## src/irqp_params.svh

```systemverilog
/*
 * Constants of the interrupt enable and priority block: register
 * indices, reset values, write masks, field positions, source slots.
 * Assumes inclusion by the package, the top module and the testbench.
 */
`ifndef IRQP_PARAMS_SVH
`define IRQP_PARAMS_SVH

// Register indices; the byte address is four times the index
`define IRQP_IDX_BASE_PRIO 8'hb8
`define IRQP_IDX_EXT_EN 8'hf6
`define IRQP_IDX_EXT_PRIO 8'hf7
`define IRQP_IDX_CTRL 8'hf8
`define IRQP_IDX_STATUS 8'hf9

// Reset values
`define IRQP_RST_BASE_PRIO 8'h80
`define IRQP_RST_EXT_EN 8'h00
`define IRQP_RST_EXT_PRIO 8'h00
`define IRQP_RST_CTRL 8'h00

// Writable bits and bits that read as one
`define IRQP_WMASK_BASE_PRIO 8'h7f
`define IRQP_ONES_BASE_PRIO 8'h80
`define IRQP_WMASK_EXT 8'hbd

// Fields of the extended enable and priority registers
`define IRQP_EXT_T3 7
`define IRQP_EXT_CMP 5
`define IRQP_EXT_PCA 4
`define IRQP_EXT_CONV 3
`define IRQP_EXT_WCMP 2
`define IRQP_EXT_SMB 0

// Control register: global enable and basic enables 6..0
`define IRQP_CTRL_GIE 7
`define IRQP_BASE_BITS 7

// Source slots, lowest slot wins within a level
`define IRQP_NSRC 15
`define IRQP_SRC_SMB 7
`define IRQP_SRC_WCMP 9
`define IRQP_SRC_CONV 10
`define IRQP_SRC_PCA 11
`define IRQP_SRC_CMP 12
`define IRQP_SRC_T3 14

`endif

```

## src/irqp_pkg.sv

```systemverilog
/*
 * Types of the interrupt enable and priority block.
 * Assumes irqp_params.svh on the include path.
 */
`include "irqp_params.svh"

package irqp_pkg;

	typedef logic [`IRQP_NSRC-1:0] irqp_src_t;

	// Request to the CPU core
	typedef struct packed {
		logic req;
		logic high;
		logic [3:0] vec;
	} irqp_req_t;

	typedef enum logic [1:0] {
		ST_RUN = 2'b00,
		ST_HOLD = 2'b01
	} irqp_hold_t;

	typedef enum logic [2:0] {
		REG_NONE,
		REG_BASE_PRIO,
		REG_EXT_EN,
		REG_EXT_PRIO,
		REG_CTRL,
		REG_STATUS
	} irqp_reg_t;

endpackage

```

## src/irqp_top.sv

```systemverilog
/*
 * Interrupt enable and priority registers with request selection,
 * reached over an AHB-Lite slave port.
 * Assumes peripheral flags and CPU strobes are synchronous to clk.
 */
// The AHB-Lite register port was left to the implementer.
// Operation
// - Basic priority bit 7 reads one; writes to it are ignored.
// - Basic priority bit 6 sets SPI interrupt level.
// - Basic priority bit 5 sets timer 2 interrupt level.
// - Basic priority bit 4 sets serial port interrupt level.
// - Basic priority bit 3 sets timer 1 interrupt level.
// - Basic priority bit 2 sets external input 1 level.
// - Basic priority bit 1 sets timer 0 interrupt level.
// - Basic priority bit 0 sets external input 0 level.
// - Extended enable bit 7 gates both timer 3 overflow flags.
// - Extended enable bits 6 and 1 read zero; software writes zero.
// - Extended enable bit 5 gates both comparator edge flags.
// - Extended enable bit 4 gates all counter array requests.
// - Extended enable bit 3 gates conversion complete request.
// - Extended enable bit 2 gates window compare request.
// - Extended enable bit 0 gates all SMBus requests.
// - Extended priority bit 3 sets conversion complete level.
// - Extended priority bit 2 sets window compare level.
// - Extended priority bit 1 reads zero; software writes zero.
// - Extended priority bit 0 sets SMBus interrupt level.
// - Global enable off blocks all sources; on follows each enable.
// - Pending requests sampled and priority decoded every cycle.
// - Equal or higher service, or return plus one instruction, holds.
`timescale 1ns/100ps
`include "irqp_params.svh"

module irqp_top import irqp_pkg::*; #(
	parameter int ADDR_W = 12
) (
	// System
	input wire logic clk,
	input wire logic sys_rst,
	// AHB-Lite slave
	input wire logic hsel,
	input wire logic [ADDR_W-1:0] haddr,
	input wire logic [1:0] htrans,
	input wire logic hwrite,
	input wire logic [2:0] hsize,
	input wire logic [31:0] hwdata,
	input wire logic hready,
	output logic [31:0] hrdata,
	output logic hreadyout,
	output logic hresp,
	// Peripheral interrupt flags
	input wire logic ext0_flag,
	input wire logic timer0_flag,
	input wire logic ext1_flag,
	input wire logic timer1_flag,
	input wire logic serial_port_flag,
	input wire logic timer2_flag,
	input wire logic spi_flag,
	input wire logic smbus_flag,
	input wire logic window_compare_flag,
	input wire logic conversion_complete_flag,
	input wire logic counter_array_flag,
	input wire logic comparator_rising_flag,
	input wire logic comparator_falling_flag,
	input wire logic timer3_low_overflow_flag,
	input wire logic timer3_high_overflow_flag,
	// CPU core
	input wire logic cpu_irq_ack,
	input wire logic cpu_reti,
	input wire logic cpu_instr_done,
	output irqp_req_t cpu_irq
);

	if (ADDR_W < 10 || ADDR_W > 32) begin : g_addr_chk
		$error("irqp_top: ADDR_W must lie in 10..32");
	end

	function automatic irqp_reg_t reg_decode(logic [ADDR_W-1:0] a);
		irqp_reg_t r;
		r = REG_NONE;
		if (a[1:0] == 2'b00 && (a >> 10) == '0) begin
			case (a[9:2])
				`IRQP_IDX_BASE_PRIO: r = REG_BASE_PRIO;
				`IRQP_IDX_EXT_EN: r = REG_EXT_EN;
				`IRQP_IDX_EXT_PRIO: r = REG_EXT_PRIO;
				`IRQP_IDX_CTRL: r = REG_CTRL;
				`IRQP_IDX_STATUS: r = REG_STATUS;
				default: r = REG_NONE;
			endcase
		end
		return r;
	endfunction

	// Lowest set slot of a request vector
	function automatic logic [3:0] first_set(irqp_src_t v);
		logic [3:0] idx;
		idx = 4'h0;
		for (int i = `IRQP_NSRC - 1; i >= 0; i--) begin
			if (v[i]) begin
				idx = 4'(i);
			end
		end
		return idx;
	endfunction

	// Bus phase state
	logic ahb_go;
	irqp_reg_t sel_a;
	irqp_reg_t wsel_reg, wsel_next;
	logic [31:0] hrdata_reg, hrdata_next;

	// Software registers
	logic [7:0] base_irq_priority_reg, base_irq_priority_next;
	logic [7:0] ext_irq_enable_1_reg, ext_irq_enable_1_next;
	logic [7:0] ext_irq_priority_1_reg, ext_irq_priority_1_next;
	logic [7:0] ctrl_reg, ctrl_next;
	logic [7:0] status_rd;

	// Interrupt state
	irqp_src_t src_raw, en_vec, prio_vec, hi_vec, lo_vec;
	irqp_src_t pend_reg, pend_next;
	logic isr_hi_reg, isr_hi_next;
	logic isr_lo_reg, isr_lo_next;
	irqp_hold_t hold_reg, hold_next;
	irqp_req_t req_reg, req_next;
	logic can_hi, can_lo, global_irq_enable;

	assign ahb_go = hsel && htrans[1] && hready;
	assign sel_a = reg_decode(haddr);
	assign hreadyout = 1'b1;
	assign hresp = 1'b0;
	assign hrdata = hrdata_reg;
	assign cpu_irq = req_reg;
	assign global_irq_enable = ctrl_reg[`IRQP_CTRL_GIE];

	// Bus address phase and registers written in the data phase
	always_comb begin
		wsel_next = (ahb_go && hwrite) ? sel_a : REG_NONE;
		base_irq_priority_next = base_irq_priority_reg;
		ext_irq_enable_1_next = ext_irq_enable_1_reg;
		ext_irq_priority_1_next = ext_irq_priority_1_reg;
		ctrl_next = ctrl_reg;
		unique case (wsel_reg)
			REG_BASE_PRIO: begin
				base_irq_priority_next = `IRQP_ONES_BASE_PRIO |
					(hwdata[7:0] & `IRQP_WMASK_BASE_PRIO);
			end
			REG_EXT_EN: begin
				ext_irq_enable_1_next = hwdata[7:0] &
					`IRQP_WMASK_EXT;
			end
			REG_EXT_PRIO: begin
				ext_irq_priority_1_next = hwdata[7:0] &
					`IRQP_WMASK_EXT;
			end
			REG_CTRL: begin
				ctrl_next = hwdata[7:0];
			end
			REG_STATUS, REG_NONE: begin
			end
		endcase
	end

	// Read data taken from the next values so a write just ahead shows
	always_comb begin
		status_rd = {isr_hi_reg, isr_lo_reg, hold_reg == ST_HOLD,
			req_reg.req, req_reg.vec};
		hrdata_next = 32'h0000_0000;
		if (ahb_go && !hwrite) begin
			unique case (sel_a)
				REG_BASE_PRIO: hrdata_next[7:0] = base_irq_priority_next;
				REG_EXT_EN: hrdata_next[7:0] = ext_irq_enable_1_next;
				REG_EXT_PRIO: hrdata_next[7:0] = ext_irq_priority_1_next;
				REG_CTRL: hrdata_next[7:0] = ctrl_next;
				REG_STATUS: hrdata_next[7:0] = status_rd;
				REG_NONE: hrdata_next = 32'h0000_0000;
			endcase
		end
	end

	always_ff @(posedge clk) begin
		if (sys_rst) begin
			wsel_reg <= REG_NONE;
			hrdata_reg <= 32'h0000_0000;
			base_irq_priority_reg <= `IRQP_RST_BASE_PRIO;
			ext_irq_enable_1_reg <= `IRQP_RST_EXT_EN;
			ext_irq_priority_1_reg <= `IRQP_RST_EXT_PRIO;
			ctrl_reg <= `IRQP_RST_CTRL;
		end else begin
			wsel_reg <= wsel_next;
			hrdata_reg <= hrdata_next;
			base_irq_priority_reg <= base_irq_priority_next;
			ext_irq_enable_1_reg <= ext_irq_enable_1_next;
			ext_irq_priority_1_reg <= ext_irq_priority_1_next;
			ctrl_reg <= ctrl_next;
		end
	end

	// Source, enable and level vectors by slot
	always_comb begin
		src_raw = '0;
		en_vec = '0;
		prio_vec = '0;
		src_raw[`IRQP_BASE_BITS-1:0] = {spi_flag, timer2_flag,
			serial_port_flag, timer1_flag, ext1_flag, timer0_flag,
			ext0_flag};
		src_raw[`IRQP_SRC_SMB] = smbus_flag;
		src_raw[`IRQP_SRC_WCMP] = window_compare_flag;
		src_raw[`IRQP_SRC_CONV] = conversion_complete_flag;
		src_raw[`IRQP_SRC_PCA] = counter_array_flag;
		src_raw[`IRQP_SRC_CMP] = comparator_rising_flag |
			comparator_falling_flag;
		src_raw[`IRQP_SRC_T3] = timer3_low_overflow_flag |
			timer3_high_overflow_flag;
		en_vec[`IRQP_BASE_BITS-1:0] = ctrl_reg[`IRQP_BASE_BITS-1:0];
		en_vec[`IRQP_SRC_SMB] = ext_irq_enable_1_reg[`IRQP_EXT_SMB];
		en_vec[`IRQP_SRC_WCMP] =
			ext_irq_enable_1_reg[`IRQP_EXT_WCMP];
		en_vec[`IRQP_SRC_CONV] =
			ext_irq_enable_1_reg[`IRQP_EXT_CONV];
		en_vec[`IRQP_SRC_PCA] = ext_irq_enable_1_reg[`IRQP_EXT_PCA];
		en_vec[`IRQP_SRC_CMP] = ext_irq_enable_1_reg[`IRQP_EXT_CMP];
		en_vec[`IRQP_SRC_T3] = ext_irq_enable_1_reg[`IRQP_EXT_T3];
		if (!global_irq_enable) begin
			en_vec = '0;
		end
		// Basic levels, bit n to slot n
		prio_vec[`IRQP_BASE_BITS-1:0] =
			base_irq_priority_reg[`IRQP_BASE_BITS-1:0];
		prio_vec[`IRQP_SRC_SMB] =
			ext_irq_priority_1_reg[`IRQP_EXT_SMB];
		prio_vec[`IRQP_SRC_WCMP] =
			ext_irq_priority_1_reg[`IRQP_EXT_WCMP];
		prio_vec[`IRQP_SRC_CONV] =
			ext_irq_priority_1_reg[`IRQP_EXT_CONV];
		prio_vec[`IRQP_SRC_PCA] =
			ext_irq_priority_1_reg[`IRQP_EXT_PCA];
		prio_vec[`IRQP_SRC_CMP] =
			ext_irq_priority_1_reg[`IRQP_EXT_CMP];
		prio_vec[`IRQP_SRC_T3] =
			ext_irq_priority_1_reg[`IRQP_EXT_T3];
	end

	// Sampling, decode, service tracking and hold after return
	always_comb begin
		pend_next = src_raw & en_vec;
		hi_vec = pend_reg & prio_vec;
		lo_vec = pend_reg & ~prio_vec;
		isr_hi_next = isr_hi_reg;
		isr_lo_next = isr_lo_reg;
		hold_next = hold_reg;
		if (cpu_irq_ack && req_reg.req) begin
			if (req_reg.high) begin
				isr_hi_next = 1'b1;
			end else begin
				isr_lo_next = 1'b1;
			end
		end else if (cpu_reti) begin
			if (isr_hi_reg) begin
				isr_hi_next = 1'b0;
			end else begin
				isr_lo_next = 1'b0;
			end
		end
		unique case (hold_reg)
			ST_RUN: begin
				if (cpu_reti) begin
					hold_next = ST_HOLD;
				end
			end
			ST_HOLD: begin
				if (cpu_instr_done && !cpu_reti) begin
					hold_next = ST_RUN;
				end
			end
		endcase
		// A running routine blocks its own level and any below
		can_hi = |hi_vec && !isr_hi_reg && hold_reg == ST_RUN;
		can_lo = |lo_vec && !isr_hi_reg && !isr_lo_reg &&
			hold_reg == ST_RUN;
		req_next.req = (can_hi || can_lo) && !(cpu_irq_ack && req_reg.req);
		req_next.high = can_hi;
		req_next.vec = can_hi ? first_set(hi_vec) : first_set(lo_vec);
		if (!req_next.req) begin
			req_next.high = 1'b0;
			req_next.vec = 4'h0;
		end
	end

	always_ff @(posedge clk) begin
		if (sys_rst) begin
			pend_reg <= '0;
			isr_hi_reg <= 1'b0;
			isr_lo_reg <= 1'b0;
			hold_reg <= ST_RUN;
			req_reg <= '0;
		end else begin
			pend_reg <= pend_next;
			isr_hi_reg <= isr_hi_next;
			isr_lo_reg <= isr_lo_next;
			hold_reg <= hold_next;
			req_reg <= req_next;
		end
	end

	irqp_src_t prio_d_reg;
	always_ff @(posedge clk) begin
		prio_d_reg <= prio_vec;
	end
endmodule

```

## config.mk

```make
export PLATFORM = sky130hd
export DESIGN_NAME = irqp_top
export DESIGN_NICKNAME = d
export VERILOG_FILES = /design/src/irqp_pkg.sv /design/src/irqp_top.sv
export VERILOG_INCLUDE_DIRS = /design/src /design/src/src
export SDC_FILE = /design/constraint.sdc
export NUM_CORES = 1
export LEC_CHECK = 0
export BUFFER_PORTS_ARGS = -buffer_cell sky130_fd_sc_hd__buf_2
export CAP_MARGIN = 20
export CELL_PAD_IN_SITES_DETAIL_PLACEMENT = 0
export CELL_PAD_IN_SITES_GLOBAL_PLACEMENT = 1
export CORE_MARGIN = 8
export CORE_UTILIZATION = 30
export DETAILED_ROUTE_END_ITERATION = 10
export PLACE_DENSITY_LB_ADDON = 0.08
export SKIP_CTS_REPAIR_TIMING = 1
export SYNTH_ARGS = -nofsm -noshare
export SYNTH_HDL_FRONTEND = slang
export SYNTH_SLANG_ARGS = --single-unit
export TNS_END_PERCENT = 1
```

## constraint.sdc

```tcl
create_clock -name clk -period 2.15 [get_ports clk]
set_input_delay 0.1075 -clock clk [delete_from_list [all_inputs] [get_ports clk]]
set_output_delay 0.1075 -clock clk [all_outputs]
set_load 0.03 [all_outputs]
```

**Word level (Yosys, flattened, before mapping)**

Cells that the tools add are included.

- Memories: 0
- Output and inout bits: 40
- Input port bits: 72
- Logic and storage cells: 124
- Register bits after elaboration: 92
- Bits in writable memories: 0
- ROM bits: 0
- Bits in latches: 0

- Reduce and logical (&&, ||, !) cells: 32
- Div/mod/pow operators: 0
- Shift-type cells: 0
- Bitwise gates (word level): 9
- Magnitude comparators: 0
- Multipliers: 0
- Add/subtract/negate cells: 0
- Equality and inequality tests: 20
- Muxes and demuxes: 49

Operators by type and width:

| cell | count |
|---|---|
| $mux W4 | 31 |
| $pmux W8 S6 | 1 |
| $and A15 B15 Y15 | 3 |
| $eq A8 B8 Y1 const B | 5 |
| $mux W8 | 4 |
| $reduce_or A15 Y1 | 2 |
| $mux W15 | 1 |
| $not A15 Y15 | 1 |
| $pmux W3 S5 | 1 |
| $logic_and A1 B1 Y1 | 13 |
| $eq A3 B2 Y1 const B | 4 |
| $logic_not A12 Y1 | 1 |
| $eq A3 B3 Y1 const B | 3 |
| $mux W1 | 7 |
| $eq A3 B1 Y1 const B | 2 |
| $ne A2 B2 Y1 const B | 3 |
| $reduce_or A2 Y1 | 3 |
| $logic_not A1 Y1 | 5 |
| $logic_not A2 Y1 | 2 |
| $mux W2 | 2 |
| $ne A2 B1 Y1 const B | 2 |
| $pmux W2 S2 | 1 |
| $reduce_and A2 Y1 | 2 |
| $logic_not A3 Y1 | 1 |
| other kinds (7) | 10 |

**Longest topological paths before layout**

Gate-level depths: netlist of the first run.

- Depth in word-level cells: 18
- Gate-level depth with buffers: 7

**Least setup slack after synthesis of the first run**

OpenSTA, ideal clock, no wires.

- Path type: register to register
- From: register wsel_reg[1]
- To: register hrdata_reg[5] (netlist: hrdata[5])
- Buffers on the path: 1
- Required time: 2.012 ns
- Library setup time: 0.138 ns
- Setup slack: 0.338 ns
- Arrival: 1.675 ns
- Period minus slack after synthesis: 1.812 ns
- Stages on the path, launching flop included: 7
- Cells stage by stage: dfxtp_1 > nor3b_1 > buf_1 > mux2i_1 > nor2_1 > a2111oi_1 > a211oi_2

- Word-level cells in the longest chain between the ends: 3

Ends and longest elaborated chain:

| what | line | source |
|---|---|---|
| from (decl) | irqp_top.sv:108 | `irqp_reg_t wsel_reg, wsel_next;` |
| from (signal assigned) | irqp_top.sv:189 | `wsel_reg <= wsel_next;` |
| $eq A3 B3 Y1, or another cell as far along | irqp_top.sv:142 | `unique case (wsel_reg)` |
| $mux W8 | irqp_top.sv:142 |  |
| $pmux W8 S6 (*) | irqp_top.sv:169 | `unique case (sel_a)` |
| to (signal assigned) | irqp_top.sv:190 | `hrdata_reg <= hrdata_next;` |
| to (decl) | irqp_top.sv:109 | `logic [31:0] hrdata_reg, hrdata_next;` |

Mark *: on every way between the ends. The rest lies on a longest branch, timed or not.
A chain may end at the register's enable or synchronous reset.

**Final worst setup path of the first run**

- From: register ctrl_reg[7]
- To: register pend_reg[14]

- Word-level cells in the longest chain between the ends: 2

Ends and longest elaborated chain:

| what | line | source |
|---|---|---|
| from (decl) | irqp_top.sv:115 | `logic [7:0] ctrl_reg, ctrl_next;` |
| from (signal assigned) | irqp_top.sv:187 | `` ctrl_reg <= `IRQP_RST_CTRL; `` |
| from (signal assigned) | irqp_top.sv:194 | `ctrl_reg <= ctrl_next;` |
| $mux W15 | irqp_top.sv:223 | `if (!global_irq_enable) begin` |
| $and A15 B15 Y15 | irqp_top.sv:245 | `pend_next = src_raw & en_vec;` |
| to (signal assigned) | irqp_top.sv:297 | `pend_reg <= pend_next;` |
| to (decl) | irqp_top.sv:120 | `irqp_src_t pend_reg, pend_next;` |

Every way passes these cells.

==> results of run 1 <==
-- power groups by stage --
stage                     logic, W  registers (W)  clock network [W]
after floorplan           0.000131        0.00123                  0
after global placement    0.000155        0.00123                  0
after detailed placement  0.000156        0.00123                  0
after CTS                 0.000157        0.00121            0.00143
after global routing      0.000184        0.00121            0.00149
final                     0.000169        0.00121            0.00140
-- cell families (layout without fill, tap and decap cells) --
group | Yosys count | in the layout | synth area share, %
flops | 65 | 65 | 42.40
mux | 26 | 26 | 8.479
simple gates | 128 | 128 | 22.46
other cells | 2 | 26 | 0.2447
buf+inv | 49 | 116 | 9.458
compound gates | 71 | 71 | 16.96
-- final cells by class --
type	count	area, µm²
timing repair buffer	93	583.1
inverter	7	26.28
fill	1060	6205
multi-input combinational	251	1588
tap	136	170.2
clock inverter	7	141.4
sequential	65	1301
clock buffer	9	123.9
-- metrics by stage --
| step | utilization, % | worst slack, ns | instances | area, µm² |
|---|---|---|---|---|
| after global routing | 38.80 | 0.01181 | 568 | 3934 |
| after floorplan | - | 0.3375 | 365 | 3159 |
| after global placement | 34.90 | 0.06168 | 541 | 3538 |
| after detailed placement | 34.90 | 0.05752 | 541 | 3538 |
| after CTS | 37.52 | 0.03544 | 557 | 3804 |
| final | 38.80 | 0.09415 | 568 | 3934 |
-- cells in the final DEF, fill, tap and decap left out, drive strengths merged, types with 3 or more instances in the layout --
cell type	count
a2111oi	6
a211oi	11
a21oi	14
a22oi	7
and3	15
buf	82
bufinv	4
clkbuf	9
conb	26
dfxtp	65
dlygate4sd3	11
inv	8
mux2i	26
nand2	14
nand2b	6
nand3	5
nand4	4
nor2	47
nor2b	13
nor3	4
nor3b	6
o21ai	6
o22ai	6
or2	3
-- worst max path at each step --
| stage | end | slack (ns) |
|---|---|---|
| final | pend_reg[14] | 0.09 |
| after global routing | hrdata[2] | 0.01 |
| after CTS | cpu_irq[0] | 0.04 |
| after detailed placement | cpu_irq[0] | 0.06 |
| after global placement | cpu_irq[0] | 0.06 |
| after floorplan | hrdata[5] | 0.34 |
-- cells in the mapped netlist (2+ instances only) --
cell type / instances
dfxtp_1: 65
nor2_1: 47
buf_4: 26
mux2i_1: 26
and3_1: 15
a21oi_1: 14
nand2_1: 14
nor2b_1: 13
a211oi_1: 9
clkbuf_1: 8
a22oi_1: 7
inv_1: 7
nand2b_1: 6
o21ai_0: 6
o22ai_1: 6
a2111oi_0: 5
nor3b_1: 5
nand3_1: 4
nand4_1: 4
nor3_1: 4
buf_1: 3
buf_2: 3
a211oi_2: 2
a21o_1: 2
a222oi_1: 2
a31o_2: 2
a31oi_1: 2
a32oi_1: 2
and3b_1: 2
conb_1: 2
nand4b_1: 2
o211a_1: 2
or2_2: 2
or3b_1: 2
-- layer usage --
| metal | track usage, % | vias to the layer above | share of wire [%] |
|---|---|---|---|
| met4 | 3.840 | 0 | 0.89 |
| met3 | 4.413 | 7 | 6.6 |
| met2 | 23.69 | 85 | 46 |
| li1 | - | 1342 | - |
| met5 | 0 | - | 0 |
| met1 | 18.83 | 1260 | 46 |
==> summary.md, run 1 <==
| Metric | Value |
|---|---|
| Synth warnings | `0` |
| Hold Path End | `pend_reg[6]` |
| Fmax | `0.4864 GHz` |
| Final setup viols | `0` |
| Max Buffers Root-to-Sink | `2` |
| CTS buffer count | `9` |
| Residual DRC | `0` |
| Power Total | `roughly 0.0028 W` |
| Worst IR Drop VDD | `approximately 360 µV` |
| Worst Hold Depth | `2` |
| Seq/Total Area, Yosys | `a little over two fifths` |
| 1st-iter DRT viols | `approximately 160` |
| Static Leak | `1.740 nW` |
| Setup crit end kind | `register` |
| Core area | `0.01014 mm²` |
| Gr ovfl total | `0` |
| R2r setup slk | `around 0.094 ns` |
| Fin. Hold Viols | `0` |
| Top FF cell, synth | `dfxtp_1` |
| CP delay by family, top | `simple AND/OR/NAND/NOR gates` |
| Critical path's slowest cell | `nor2b_1` |
| Startpoint Class | `register` |
| Max FFs per register | `13` |
| Largest stage delay, worst path | `0.86 ns` |
| CTS tree | `done` |
| Clock Skew | `0.01036 ns` |
| Hold_sp | `spi_flag` |
| WL final | `9735 µm` |
| Async SR Flop Fraction | `0%` |
| Setup TNS | `0 ns` |
| First-pass DRT Iterations | `5` |
| Vias per cell | `~4.7` |
| All-Layer GR Usage | `14.76%` |
| Fin crit share | `about 96%` |
| Die area | `around 0.014 mm²` |
| Synth-to-layout area growth | `28.17%` |
| Yosys cell types | `54` |
| Ant. Diodes | `0` |
| Hold Crit Class | `in2reg` |
| CP Cell Sequence | `nor2b_1, o211a_1, dlygate4sd3_1` |
| Initial antenna violation count | `0` |
| Gate power share | `about 6.1%` |
| Terminus of the critical flop-to-flop path | `pend_reg[14]` |
| Synthesized area per cell | `9.001 µm²` |
| CTS Root Buffer Type | `clkbuf_8` |
| Post-layout minimum cycle time | `between 2 and 2.5 ns` |
| Sw frac | `22.58%` |
| Die Ht | `approximately 120 µm` |
| Global-route wire length before repair | `~15000 µm` |
| Post-synth top area cell | `dfxtp_1` |
| RSZ-0062 raised after global routing | `false` |
| Number of synthesized flops with an enable pin | `0` |
| CP Class | `reg2reg` |
| Post-synth top area share | `between 40% and 50%` |
| Cell area after synthesis | `roughly 0.0031 mm²` |
| CTS HTree Levels | `3` |
| Worst skew pair latency | `roughly 0.35 ns` |
| Initial Util | `30.27%` |
| Avg WL per Cell | `17.14 µm` |
| Die Wd | `117.1 µm` |
| Cell count after synthesis | `roughly 340` |
| Relative slew margins | `a little over a quarter` |
| Total power per unit cell area | `roughly 710 mW/mm²` |
| Top-Level Pins | `approximately 110` |
| Crit path launch | `ctrl_reg[7]` |
| CTS clk-pin slew, worst paths | `roughly 0.080 ns` |
| DRT antenna net count | `0` |
| Post-detail-place hpwl | `between 7000 and 8000 µm` |
| Internal cell power | `0.002148 W` |
| Worst-path maximum fanout | `13` |
| Via count | `~2.7k` |
| Worst Path Arrival | `2.35 ns` |
| Number of global-route vias before repair | `~2.8k` |
| Largest cells by area after synthesis | `dfxtp_1, mux2i_1, buf_4, nor2_1, and3_1` |
| Placer Congestion | `0.7819` |
| Cells on worst reg2reg path | `3` |
| Least-Margin Pin Slew | `approximately 1.1 ns` |
| Clock share of power | `~50%` |
| Sequential Power Share | `between 40% and 50%` |
| Max Cap Viol | `0` |
| CP Buf/Inv Count | `1` |
| Port Buf Inserts | `between 50 and 60` |
| Largest net degree at the start of global routing | `22` |
| Slew Viols, Final | `0` |
| Fin nets | `499` |
| Reg2Reg Launch Point | `ctrl_reg[7]` |
| FF+latch count, synth | `65` |
| Worst hold margin | `roughly 0.010 ns` |
| Rows | `37` |
| Critical path data required time | `2.45 ns` |
| Outcome | `finished clean` |
| Instance count on the critical path | `3` |
| Number of clock sinks | `65` |
| Sw power | `0.0006264 W` |
| Share of layout cells above drive strength 1 | `a little over a quarter` |
Power figures use the tool's default switching activity.
==> run 2: changes to the inputs <==
==> constraint.sdc (replaced) <==
create_clock -name clk -period 2.15 [get_ports clk]
set_input_delay 0.215 -clock clk [delete_from_list [all_inputs] [get_ports clk]]
set_output_delay 0.215 -clock clk [all_outputs]
set_load 0.03 [all_outputs]
==> summary.md, run 2 (synthesis gave the netlist of run 1 again) <==
| Metric | Value |
|---|---|
| Cell total after placement | `544 (was 541)` |
| Hold Crit Class | `in2reg (unchanged)` |
| Die Wd | `117.1 µm (unchanged)` |
| Number of clock sinks | `65 (unchanged)` |
| Critical path's slowest cell | `or3b_1 (was nor2b_1)` |
| Final setup viols | `0 (unchanged)` |
| Reg2Reg Launch Point | `pend_reg[12] (was ctrl_reg[7])` |
| Gr ovfl total | `0 (unchanged)` |
| RSZ-0062 raised after global routing | `false (unchanged)` |
| Synth-to-layout area growth | `23.07% (was 28.17%)` |
| CTS tree | `done (unchanged)` |
| Largest stage delay, worst path | `0.40 ns (was 0.86 ns)` |
| Fillcell total | `1052 (was 1060)` |
| Worst skew pair latency | `0.33 ns (was 0.35 ns)` |
| Max Buffers Root-to-Sink | `2 (unchanged)` |
| Post-layout minimum cycle time | `1.996 ns (was 2.056 ns)` |
| Core area | `0.01014 mm² (unchanged)` |
| Slew Viols, Final | `0 (unchanged)` |
| Fmax | `0.5011 GHz (was 0.4864 GHz)` |
| Non-Filler Instances | `560 (was 568)` |
| Via count | `2639 (was 2694)` |
| Register area | `0.001301 mm² (unchanged)` |
| Initial antenna violation count | `0 (unchanged)` |
| 1st-iter DRT viols | `203 (was 163)` |
| WL final | `9478 µm (was 9735 µm)` |
| Clock Skew | `0.007868 ns (was 0.01036 ns)` |
| Top-Level Pins | `112 (unchanged)` |
| Setup crit end kind | `register (unchanged)` |
| Static Leak | `1.670 nW (was 1.740 nW)` |
| CP delay by family, top | `simple AND/OR/NAND/NOR gates (unchanged)` |
| Relative slew margins | `64.23% (was 26.12%)` |
| Setup TNS | `0 ns (unchanged)` |
| Fin crit share | `92.82% (was 95.62%)` |
| Avg WL per Cell | `16.93 µm (was 17.14 µm)` |
| Worst Path Arrival | `2.20 ns (was 2.35 ns)` |
| Multi-input gate area | `0.001574 mm² (was 0.001588 mm²)` |
| Placer Congestion | `0.7749 (was 0.7819)` |
| CP Class | `reg2reg (unchanged)` |
| Post-detail-place hpwl | `7630 µm (was 7683 µm)` |
| Initial Util | `30.27% (unchanged)` |
| Residual DRC | `0 (unchanged)` |
| CTS buffer count | `9 (unchanged)` |
| Worst hold margin | `0.1001 ns (was 0.01044 ns)` |
| Share of layout cells above drive strength 1 | `26.65% (was 26.39%)` |
| First-pass DRT Iterations | `4 (was 5)` |
| CP Buf/Inv Count | `0 (was 1)` |
| Total power per unit cell area | `658.9 mW/mm² (was 705.2 mW/mm²)` |
| Fin. Hold Viols | `0 (unchanged)` |
| Critical path data required time | `2.36 ns (was 2.45 ns)` |
| All-Layer GR Usage | `14.33% (was 14.76%)` |
| CTS Root Buffer Type | `clkbuf_8 (unchanged)` |
| Outcome | `finished clean (unchanged)` |
| Die Ht | `117.1 µm (unchanged)` |
| Worst-path maximum fanout | `6 (was 13)` |
| Max Cap Viol | `0 (unchanged)` |
| Least-Margin Pin Slew | `0.5298 ns (was 1.106 ns)` |
| Most frequent cells in the layout | `dfxtp_1, buf_2, nor2_1, buf_4 (was dfxtp_1, buf_2, nor2_1, mux2i_1, conb_1)` |
| DRT antenna net count | `0 (unchanged)` |
| Global-route wire length before repair | `14370 µm (was 14860 µm)` |
| CTS clk-pin slew, worst paths | `0.08 ns (about the same)` |
| Power Total | `0.002489 W (was 0.002774 W)` |
| CP Cell Sequence | `a22oi_2, or3b_1, or2_1, nand3_1, o31a_1, a21oi_1 (was nor2b_1, o211a_1, dlygate4sd3_1)` |
| Startpoint Class | `register (unchanged)` |
| CTS HTree Levels | `3 (unchanged)` |
| Worst IR Drop VDD | `264.7 µV (was 355.0 µV)` |
| Crit path launch | `pend_reg[12] (was ctrl_reg[7])` |
| Fin nets | `491 (was 499)` |
| Hold_sp | `comparator_rising_flag (was spi_flag)` |
| Max FFs per register | `13 (unchanged)` |
| Rows | `37 (unchanged)` |
| Die area | `0.01372 mm² (unchanged)` |
| Ant. Diodes | `0 (unchanged)` |
| Port Buf Inserts | `57 (unchanged)` |
| Vias per cell | `4.713 (was 4.743)` |
| Largest net degree at the start of global routing | `21 (was 22)` |
| Commonest non-fill, non-tap cell in the layout | `dfxtp_1 (unchanged)` |
| Number of global-route vias before repair | `2669 (was 2797)` |
run 2: changes by cell type in the layout (fill, tap and decap cells not counted), sizes merged:
| cell | delta |
|---|---|
| buf | +3 |
| bufinv | -2 |
| clkbuf | +1 |
| clkinv | +2 |
| dlygate4sd3 | -11 |
| inv | -1 |
run 2: path summary, 6_finish.rpt:
kind	endpoint	slack, ns	cells past startpoint
max reg2reg	cpu_irq[1]	0.15	6
min reg2reg	base_irq_priority_reg[7]	0.45	1
max	cpu_irq[1]	0.15	6
min	pend_reg[12]	0.10	2
run 2: per-layer routing:
layer  track usage [%]  vias up  part of all wire [%]
li1                  -     1327                     -
met1             18.80     1228                    49
met2             22.54       76                    45
met3             3.848        8                   4.9
met4             4.096        0                   1.2
met5                 0        -                     0
run 2: stage by stage:
stage	setup WS, ns	utilization, %	instance area [µm²]
global route	0.02338	37.26	3777
floorplan	0.3375	-	3159
detailed placement	0.05947	35.12	3561
global placement	0.05686	35.12	3561
CTS	0.03825	37.20	3771
finish	0.1543	37.26	3777
run 2: power by group:
part / switching, W / internal, W / leakage, nW
Combinational: 0.000114 / 0.0000442 / 1.04
Sequential: 0.00000243 / 0.00120 / 0.524
Clock: 0.000476 / 0.000647 / 0.106
Total: 0.000593 / 0.00190 / 1.67
run 2: area by class of cell:
type / instances / area share, %
Multi-Input combinational cell: 251 / 41.67
Sequential cell: 65 / 34.45
Timing Repair Buffer: 85 / 13.12
Tap cell: 136 / 4.505
Clock buffer: 10 / 3.379
Clock inverter: 6 / 2.186
Inverter: 7 / 0.6956
